File: src/rtl/dbgmux_consts.vh
// Constants for the debug signal bank multiplexer.
// Included by the mux module; definitions only.
`ifndef DBGMUX_CONSTS_VH
`define DBGMUX_CONSTS_VH
// Default pin count and bank count
`define DBGMUX_PIN_COUNT 8
`define DBGMUX_BANK_COUNT 2
// Largest legal pin and bank count
`define DBGMUX_MAX_COUNT 255
// Output mode codes
`define DBGMUX_MODE_TIMING 1'h0
`define DBGMUX_MODE_STATE 1'h1
// Power-up state codes
`define DBGMUX_PWR_TRISTATE 1'h0
`define DBGMUX_PWR_BANK 1'h1
// Default power-up bank
`define DBGMUX_PWR_BANK_SEL 8'h00
// Width of a bank selection
`define DBGMUX_SEL_W 8
`endif

File: src/rtl/dbgmux_top.v
// Debug signal bank multiplexer: routes one bank of internal signals
// onto the dedicated debug pins watched by an external logic analyzer.
// Assumes the host selection arrives already on clk (from the JTAG hub)
// and the board header resolves pin levels from the output enables.
// How it works
// - Pin count is a parameter, one to 255.
// - Each pin picks among one to 255 banks.
// - Timing mode passes bank straight, unregistered.
// - State mode registers bank on sample clock.
// - Sample clock is any design signal, build-chosen.
// - Sample clock used only in state mode.
// - Power-up tristates pins or drives chosen bank.
// - Host changes active bank for all pins.
`timescale 1ns/1ns
`include "dbgmux_consts.vh"
module dbgmux_top #(
    parameter PIN_COUNT = `DBGMUX_PIN_COUNT,
    parameter BANK_COUNT = `DBGMUX_BANK_COUNT,
    parameter OUT_MODE = `DBGMUX_MODE_TIMING,
    parameter PWR_STATE = `DBGMUX_PWR_TRISTATE,
    parameter [`DBGMUX_SEL_W-1:0] PWR_BANK = `DBGMUX_PWR_BANK_SEL
)(
    // Clock and reset
    input wire clk,
    input wire rst_b,
    // Sample clock for state mode
    input wire sample_clk,
    // Internal signal banks, bank b at [b*PIN_COUNT +: PIN_COUNT]
    input wire [PIN_COUNT*BANK_COUNT-1:0] bank_data,
    // Host bank selection
    input wire sel_write,
    input wire sel_valid,
    input wire [`DBGMUX_SEL_W-1:0] sel_bank,
    // Debug pins
    output wire [PIN_COUNT-1:0] pin_out,
    output wire [PIN_COUNT-1:0] pin_oe,
    // Current selection status
    output reg active_valid,
    output reg [`DBGMUX_SEL_W-1:0] active_bank
);
    // Pin word with every line low, shown while nothing drives
    localparam [PIN_COUNT-1:0] PINS_LOW = {PIN_COUNT{1'h0}};
    // Selection flag that the reset branch loads
    localparam RST_VALID = (PWR_STATE == `DBGMUX_PWR_BANK);

    // Pick one bank's word out of the flat bank bus
    // Out-of-range selections give all zeros
    function [PIN_COUNT-1:0] pick_bank;
        input [PIN_COUNT*BANK_COUNT-1:0] data;
        input [`DBGMUX_SEL_W-1:0] sel;
        integer b;
        begin
            // Default when no bank matches
            pick_bank = PINS_LOW;
            // Walk every bank and keep the one that matches
            for (b = 0; b < BANK_COUNT; b = b + 1)
            begin
                if (sel == b[`DBGMUX_SEL_W-1:0])
                begin
                    // Bank b occupies its own slice of the bus
                    pick_bank = data[b*PIN_COUNT +: PIN_COUNT];
                end
            end
        end
    endfunction

    // True when a selection names a bank that exists
    function bank_exists;
        input [`DBGMUX_SEL_W-1:0] sel;
        begin
            // Indices from the bank count upward are refused
            bank_exists = (sel < BANK_COUNT);
        end
    endfunction

    // Copy one enable bit onto every pin
    function [PIN_COUNT-1:0] spread;
        input en;
        begin
            // All pins share one enable, never a partial set
            spread = {PIN_COUNT{en}};
        end
    endfunction

    // Force a pin word low unless its enable is set
    function [PIN_COUNT-1:0] gate_word;
        input en;
        input [PIN_COUNT-1:0] word;
        begin
            // Undriven pins read as zero on the value lines
            if (en)
            begin
                gate_word = word;
            end
            else
            begin
                gate_word = PINS_LOW;
            end
        end
    endfunction

    // Selection as seen by the mux; out of range counts as none
    wire sel_ok;
    // Word of the selected bank, before any gating
    wire [PIN_COUNT-1:0] muxed;
    // Next contents of the selection register
    reg next_valid;
    reg [`DBGMUX_SEL_W-1:0] next_bank;

    // Connected only for a valid selection of an existing bank
    assign sel_ok = active_valid && bank_exists(active_bank);
    // Same bank index serves every pin
    assign muxed = pick_bank(bank_data, active_bank);

    // Next selection: a host write replaces both fields together
    always @*
    begin
        // Hold the present selection by default
        next_valid = active_valid;
        next_bank = active_bank;
        if (sel_write)
        begin
            // New selection applies to every pin at once
            next_valid = sel_valid;
            next_bank = sel_bank;
        end
    end

    // Host selection register; reset gives the power-up choice
    always @(posedge clk or negedge rst_b)
    begin
        if (!rst_b)
        begin
            // Tristated or one chosen bank, fixed at build time
            active_valid <= RST_VALID;
            active_bank <= PWR_BANK;
        end
        else
        begin
            // Load whatever the next-state logic decided
            active_valid <= next_valid;
            active_bank <= next_bank;
        end
    end

    // Output stage: one of the two modes is built
    generate
        if (OUT_MODE == `DBGMUX_MODE_STATE)
        begin : g_state
            // Three stages carry the enable into the sample domain
            reg [2:0] en_sync;
            // Bank word captured on the sample clock
            reg [PIN_COUNT-1:0] data_q;
            // Settled enable for the pins
            reg en_q;
            // Next enable, taken once the last two stages agree
            reg next_en;

            // Shift the clk-domain enable through the stages
            always @(posedge sample_clk or negedge rst_b)
            begin
                if (!rst_b)
                begin
                    // Pins stay released until the enable crosses
                    en_sync <= 3'h0;
                end
                else
                begin
                    // Newest sample enters at the bottom
                    en_sync <= {en_sync[1:0], sel_ok};
                end
            end

            // Enable changes only when stages two and three agree
            always @*
            begin
                // Keep the old enable while the stages disagree
                next_en = en_q;
                if (en_sync[1] == en_sync[2])
                begin
                    // Both stages settled on one level
                    next_en = en_sync[2];
                end
            end

            // Sample the chosen bank on the sample clock
            always @(posedge sample_clk or negedge rst_b)
            begin
                if (!rst_b)
                begin
                    // Nothing captured yet
                    data_q <= PINS_LOW;
                    en_q <= 1'h0;
                end
                else
                begin
                    // Debug view: a bank change may show a mixed word
                    data_q <= muxed;
                    en_q <= next_en;
                end
            end

            // Pins follow the registered word and enable
            assign pin_out = gate_word(en_q, data_q);
            assign pin_oe = spread(en_q);
        end
        else
        begin : g_timing
            // No sample clock: bank flows straight to the pins
            // The analyzer's own clock decides when values are seen
            // A bank change shows as soon as the selection loads
            assign pin_out = gate_word(sel_ok, muxed);
            assign pin_oe = spread(sel_ok);
        end
    endgenerate
endmodule // dbgmux_top

File: config.mk
export PLATFORM = sky130hd
export DESIGN_NAME = dbgmux_top
export DESIGN_NICKNAME = d
export VERILOG_FILES = /design/src/rtl/dbgmux_top.v
export VERILOG_INCLUDE_DIRS = /design/src /design/src/rtl
export SDC_FILE = /design/constraint.sdc
export NUM_CORES = 1
export LEC_CHECK = 0
export BUFFER_PORTS_ARGS = -buffer_cell sky130_fd_sc_hd__buf_4
export CAP_MARGIN = 20
export CORE_MARGIN = 3
export CORE_UTILIZATION = 36
export DETAILED_ROUTE_END_ITERATION = 8
export HOLD_SLACK_MARGIN = 0.05
export PLACE_DENSITY = 0.78
export SLEW_MARGIN = 30
export SYNTH_ARGS = -nofsm -noshare
export SYNTH_HDL_FRONTEND = slang
export SYNTH_SLANG_ARGS = --single-unit
File: constraint.sdc
create_clock -name clk -period 2.1 [get_ports clk]
set_input_delay 0.42 -clock clk [delete_from_list [all_inputs] [get_ports clk]]
set_output_delay 0.42 -clock clk [all_outputs]
set_load 0.02 [all_outputs]
# Yosys cells after proc, flatten, opt, wreduce, memory -nomap -nowiden
# Index checks and enable logic that the tools add are counted.
# totals
reg_bits	9
output_inout_bits	25
elab_cells	9
# classes
n_lt_le_gt_ge	1
reduce_logical	2
eq_ne	1
muxes	3
# op_table
op	count
8-bit 2-to-1 mux	3
8-bit by 1-bit equality test with 1-bit output, second input constant	1
8-bit zero test	1
8-bit by 2-bit less-than comparator with 1-bit output, second input constant	1
1-bit logical AND	1

# Longest topological paths before layout
# Gate-level depths: netlist of run 1.
# depth
word_depth	4
ltp_mapped	4

# Worst setup path after synthesis of run 1
# OpenSTA, ideal clock, no wires.
# synth_path
path_type	flip-flop to output port
from	register active_bank[3]
to	output pin_oe[0]
path_slack_ns	0.010
arrival_ns	1.670
stages_incl_launch_ff	5
path_cell_list	dfrtp_1 > or4b_4 > buf_6 > nor2_1 > buf_4
# synth_between
elab_chain_cells	2
# synth_lines
element	line	source
from (decl)	dbgmux_top.v:39	output reg [`DBGMUX_SEL_W-1:0] active_bank
from (signal assigned)	dbgmux_top.v:142	active_bank <= next_bank;
8-bit by 2-bit less-than comparator with 1-bit output	dbgmux_top.v:72	bank_exists = (sel < BANK_COUNT);
1-bit logical AND	dbgmux_top.v:111	assign sel_ok = active_valid && bank_exists(active_bank);
to (decl)	dbgmux_top.v:36	output wire [PIN_COUNT-1:0] pin_oe,
# Every way passes these cells.

# Final worst setup path of run 1
# layout_path
from	register active_bank[4]
to	output pin_out[6]
# layout_between
elab_chain_cells	4
elab_cells_between_ends	7
cone_classes	order compare: 1; eq/ne: 1; mux: 3; reduce/logical: 2
# layout_lines
element	line	source
branches (longest 3 deep; another with 8-bit by 2-bit less-than comparator with 1-bit output)	--	
8-bit 2-to-1 mux *	dbgmux_top.v:91	if (en)
to (decl)	dbgmux_top.v:35	output wire [PIN_COUNT-1:0] pin_out,
# Every way passes the cells marked *.

==> results of run 1 <==
[area by class of cell]
class                           count  area [µm²]  area share, %
Sequential cell                     9         225           21.4
Timing Repair Buffer               59         464           44.0
Clock buffer                        4        26.3           2.49
Tap cell                           16        20.0           1.90
Multi-Input combinational cell     29         319           30.2
[power breakdown]
part	switching, W	internal [W]	leakage [nW]	total [W]
logic	0.0000709	0.000101	0.412	0.000171
clock network	0.0000583	0.0000731	0.0150	0.000131
registers	0.0000222	0.000191	0.105	0.000213
[per-layer routing]
metal  global-route usage [%]  part of all wire [%]  wire [µm]
met3                     4.21                    18        294
met1                     14.4                    33        539
met4                     6.63                  0.86         14
met5                        0                     0          0
met2                     25.7                    48        786
[metrics by stage]
step | std cells | utilization (%) | worst slack [ps] | power [W]
global placement | 107 | 60.8 | 248 | 0.000361
global route | 117 | 68.4 | -66.2 | 0.000547
finish | 117 | 68.4 | -16.4 | 0.000516
detailed placement | 107 | 60.8 | 223 | 0.000365
CTS | 114 | 65.0 | -11.5 | 0.000510
floorplan | 49 | - | 10.1 | 0.000288
[flip-flops by register name (all words and copies together) (netlist names)]
name / count
active_bank: 8
active_valid: 1
[cells by family (layout without fill, tap and decap cells)]
kind of cell           count (synthesis)  in the layout  synth area share, %
multiplexers                          17             17                 30.3
buffers and inverters                 12             63                 14.4
AND/OR/NAND/NOR                       11             12                 17.6
flip-flops                             9              9                 37.7
[timing repair]
item                                   4_1_cts  5_1_grt
setup buffers                                1        3
pin swaps                                    2        3
endpoints found under the hold margin        9        0
gates cloned                                 1        0
hold buffers                                 1        0
setup endpoints to repair                   16       16
resized for setup                            3        7
[synth_stat cells]
library cell / count / share of area (%)
mux2i_1: 8 / 13
mux2_2: 9 / 17
or4_1: 1 / 1.3
nor3_2: 8 / 13
clkbuf_1: 2 / 1.3
or4b_4: 1 / 2.3
buf_6: 1 / 1.9
buf_4: 9 / 11
nor2_1: 1 / 0.63
dfrtp_1: 9 / 38
[worst max-delay path, stage by stage, from the launching register on]
cell	delay (ps)
dfrtp_1	390
or4_4	560
buf_8	170
nor3_2	160
buf_4	160
[path summary, 6_finish.rpt]
| path | from | endpoint | cells past startpoint |
|---|---|---|---|
| worst max-delay path | active_bank[4] | pin_out[6] | 4 |
| max in group asynchronous | rst_b | active_bank[6] | 2 |
| worst max register to register | active_bank[0] | active_bank[0] | 1 |
| min in group asynchronous | rst_b | active_valid | 2 |
| worst min-delay path | sel_bank[1] | active_bank[1] | 2 |
| worst min register to register | active_bank[7] | active_bank[7] | 1 |
[layout by cell type (no fill, tap or decap), drive strengths merged]
cell type and instances:
dfrtp 9, buf 58, nor2 1, nor3 8, mux2i 8, dlygate4sd3 1, clkbuf 4, or4 1
mux2 9, or4b 2
==> flow_summary.ini, run 1 <==
[run]
max_cap_viol_count = 0

[synthesis]
netlist_instances = 49
synth_seq_area_share_pct = 37.7
syn_nets = 78
ys_types = 10
syn_area_um2 = 598
yosysWarnings = 0
avgSynthCellArea_um2 = 12.2
ys_ff_latch = 9

[final_layout]
nNetsFinal = 131
diodes = 0
drive_gt1_share_pct = 81.2
nFillCells = 118
area_delta_synth_final_pct = 76.4
final_cell_area_mm2 = 0.00105

[route]
via_per_inst = 4.91
wl_um = 1640
wire_per_inst_um = 14.0
drc_errors = 0
first_pass_iters = 4
route.vias.total = 575
drtIter0Drc = 1
ant_nets = 0

[global_route]
grt-ovfl-total = 0
grt_max_degree = 11
grt_pass1_wl_um = 2210
grt_antenna_before_repair = 0
grt_pass1_vias = 554
track_usage_pct = 14.1

[clocking]
clockBufferDepth = 2
cts.sink_count = 9
cts_buffers = 3
cts.clk_slew.worst_paths_ps = 60
cts_htree_levels = 1
cts_tree = yes
clkLatencyLatePin_ps = 260
clockRootBuffer = clkbuf_4

[setup_path]
r2r_slack_ps = 1090
end_kind = output pin
cp_data_arrival_time_ps = 1700
worstSetupPathType = flip-flop to output pin
cp_max_fo = 8
cp-start-kind = flip-flop
required_ps = 1680

[sta]
worst_slew_pin_slew_ps = 490
setup_viol = 4
skew_ps = 0
setup_tns_ps = -33.2
layout_setup_ws_ps = -16.4
slew_viol_final = 0
fmax_mhz = 472
max-slew-margin-rel_pct = 67.3
rsz0062_at_grt = true
hold_violations = 0
hold-worst-slack_ps = 392
timing.final.crit_share_pct = 101
fin_crit_ps = 2120

[floorplan]
core-area_mm2 = 0.00154
die_h_um = 46.8
die_x_um = 46.8
start_util_pct = 38.8
io_pins = 54
fp-row-count = 14
die_area_mm2 = 0.00219

[pwr]
irDropWorstVdd_v = 0.000400
power.leakage_nw = 0.532
power.density_mw_per_mm2 = 489

[status]
status = complete, but fails checks
failed_checks = setup timing

[placed_design]
place_area_um2 = 937
io_buffers = 52
gp_congestion = 0.604

[worst_hold_path]
min_path_type = input pin to flip-flop
Note: power is estimated with default switching activity, not from simulation.
==> run 2, diff against run 1 <==
==> constraint.sdc (replaced) <==
create_clock -name clk -period 2.1 [get_ports clk]
set_input_delay 0.21 -clock clk [delete_from_list [all_inputs] [get_ports clk]]
set_output_delay 0.21 -clock clk [all_outputs]
set_load 0.02 [all_outputs]
==> run 2 against run 1 <==
The flow now finishes without violations. Sequential share of layout area is 1.8 points higher. Total power down 4.0%. Cell count decreased by 5.1%. Utilization down 5.3 points. Non-clock buffer count is 5 lower. Worst hold slack worse by 210 ps. Clock-buffer cell count unchanged. Worst setup slack better by 120 ps. Flip-flop and latch count did not move. Critical path depth stayed put. Final area is 7.7% lower. Largest power group unchanged.
==> flow_summary.ini, run 2 (synthesis results as in run 1) <==
[final_layout]
nNetsFinal = 125
multi_input_area_um2 = 294
fin_util_pct = 63.1
regMostFlops = active_bank
nFillCells = 131
layout_commonest_cell = buf_4
most-common-layout-cells = 53 x buf_4, 9 x mux2_2, 9 x dfrtp_1
top_regs = active_bank: 8 flops, active_valid: 1 flops
drive_gt1_share_pct = 78.9
final-seq-area_um2 = 225
area_delta_synth_final_pct = 62.8
diodes = 0
largest_register_ff_count = 8

[route]
drtIter0Drc = 2
first_pass_iters = 3
via_per_inst = 4.88
wl_met3_um = 261
wl_um = 1540
ant_nets = 0
wl_met1_um = 527
wire_per_inst_um = 13.9
route.vias.total = 542
met2_length_um = 732
highest_layer = met4
drc_errors = 0

[global_route]
grt_pass1_wl_um = 2170
grt_max_degree = 11
grt_antenna_before_repair = 0
grt_pass1_vias = 531
track_usage_pct = 13.7
grt-ovfl-total = 0

[setup_path]
worstSetupPathType = flip-flop to output pin
critPathBufInv = 2
rr_startpoint = active_bank[0]
cpMaxStageDelayCell = or4_1
required_ps = 1890
cp_max_fo = 8
crit_top_cell = buf_4
crit_family = simple AND/OR/NAND/NOR gates
end_kind = output pin
cp_cell_sequence = or4_1 > buf_4 > nor3_2 > buf_4
cp-start-kind = flip-flop
cp-startpoint = active_bank[7]
cp_data_arrival_time_ps = 1780
slowest_delay_ps = 600

[worst_hold_path]
min_path_type = input pin to flip-flop
hold_path_startpoint = sel_bank[5]

[floorplan]
start_util_pct = 38.8
die_x_um = 46.8
core-area_mm2 = 0.00154
fp-row-count = 14
die_h_um = 46.8
io_pins = 54
die_area_mm2 = 0.00219

[sta]
fin_crit_ps = 1990
setup_tns_ps = 0
hold_violations = 0
rsz0062_at_grt = false
timing.final.crit_share_pct = 95.0
worst_slew_pin_slew_ps = 476
skew_ps = 0
max-slew-margin-rel_pct = 68.3
hold-worst-slack_ps = 181
fmax_mhz = 501
slew_viol_final = 0
setup_viol = 0

[pwr]
p_int_w = 0.000351
pwr-share-comb_pct = 30.6
irDropWorstVdd_v = 0.000414
p_switching_w = 0.000144
p_sw_share_pct = 29.2
power.density_mw_per_mm2 = 509
pwr-share-seq_pct = 42.6
power.leakage_nw = 0.479
clock_power_share_pct = 26.9

[clocking]
cts_setup_buffers = 0
clkLatencyLatePin_ps = 260
cts_buffers = 3
clockBufferDepth = 2
cts.clk_slew.worst_paths_ps = 60
cts_htree_levels = 1
cts.sink_count = 9
cts_tree = yes
clockRootBuffer = clkbuf_4

[status]
status = finished, final reports clean

[placed_design]
gp_congestion = 0.604
io_buffers = 52

[run]
max_cap_viol_count = 0
## run 2: stage by stage
step	area, µm²	setup slack [ps]	total power [W]	cells
2_1_floorplan	598	220	0.000288	49
3_3_place_gp	930	291	0.000361	106
3_5_place_dp	930	229	0.000366	106
4_1_cts	968	70.7	0.000502	111
5_1_grt	973	43.2	0.000524	111
6_report	973	106	0.000495	111
## run 2: cell type report
class	instances	area share, %
repair buffers	54	41.9
multi-input cells	28	30.2
flip-flops and latches	9	23.1
clock buffers	4	2.70
well taps	16	2.06
## run 2: power by group through the flow
stage / clock network (W) / logic [W] / registers [W]
4_1_cts: 0.000137 / 0.000153 / 0.000211
5_1_grt: 0.000148 / 0.000162 / 0.000214
2_1_floorplan: 0 / 0.0000618 / 0.000227
3_3_place_gp: 0 / 0.000148 / 0.000213
6_report: 0.000133 / 0.000151 / 0.000211
3_5_place_dp: 0 / 0.000151 / 0.000215
## run 2: timing repair
action	CTS	global route
endpoints found under the setup margin	8	8
gates resized for setup	1	1
endpoints found under the hold margin	9	0
hold buffers	1	0
cloned	0	0
## run 2: final timing paths
path	endpoint	slack [ps]	cells past startpoint
setup / recovery	pin_out[1]	110	4
hold / removal	active_bank[5]	180	2
setup reg to reg	active_bank[0]	1100	1
hold reg to reg	active_bank[7]	530	1
max in group asynchronous	active_bank[1]	1660	2
min in group asynchronous	active_bank[4]	310	2
## run 2: routing by layer
metal | GRT usage (%) | vias up
met3 | 3.07 | 2
met2 | 24.9 | 41
met4 | 6.63 | 0
met1 | 14.9 | 240
met5 | 0 | -
li1 | - | 259
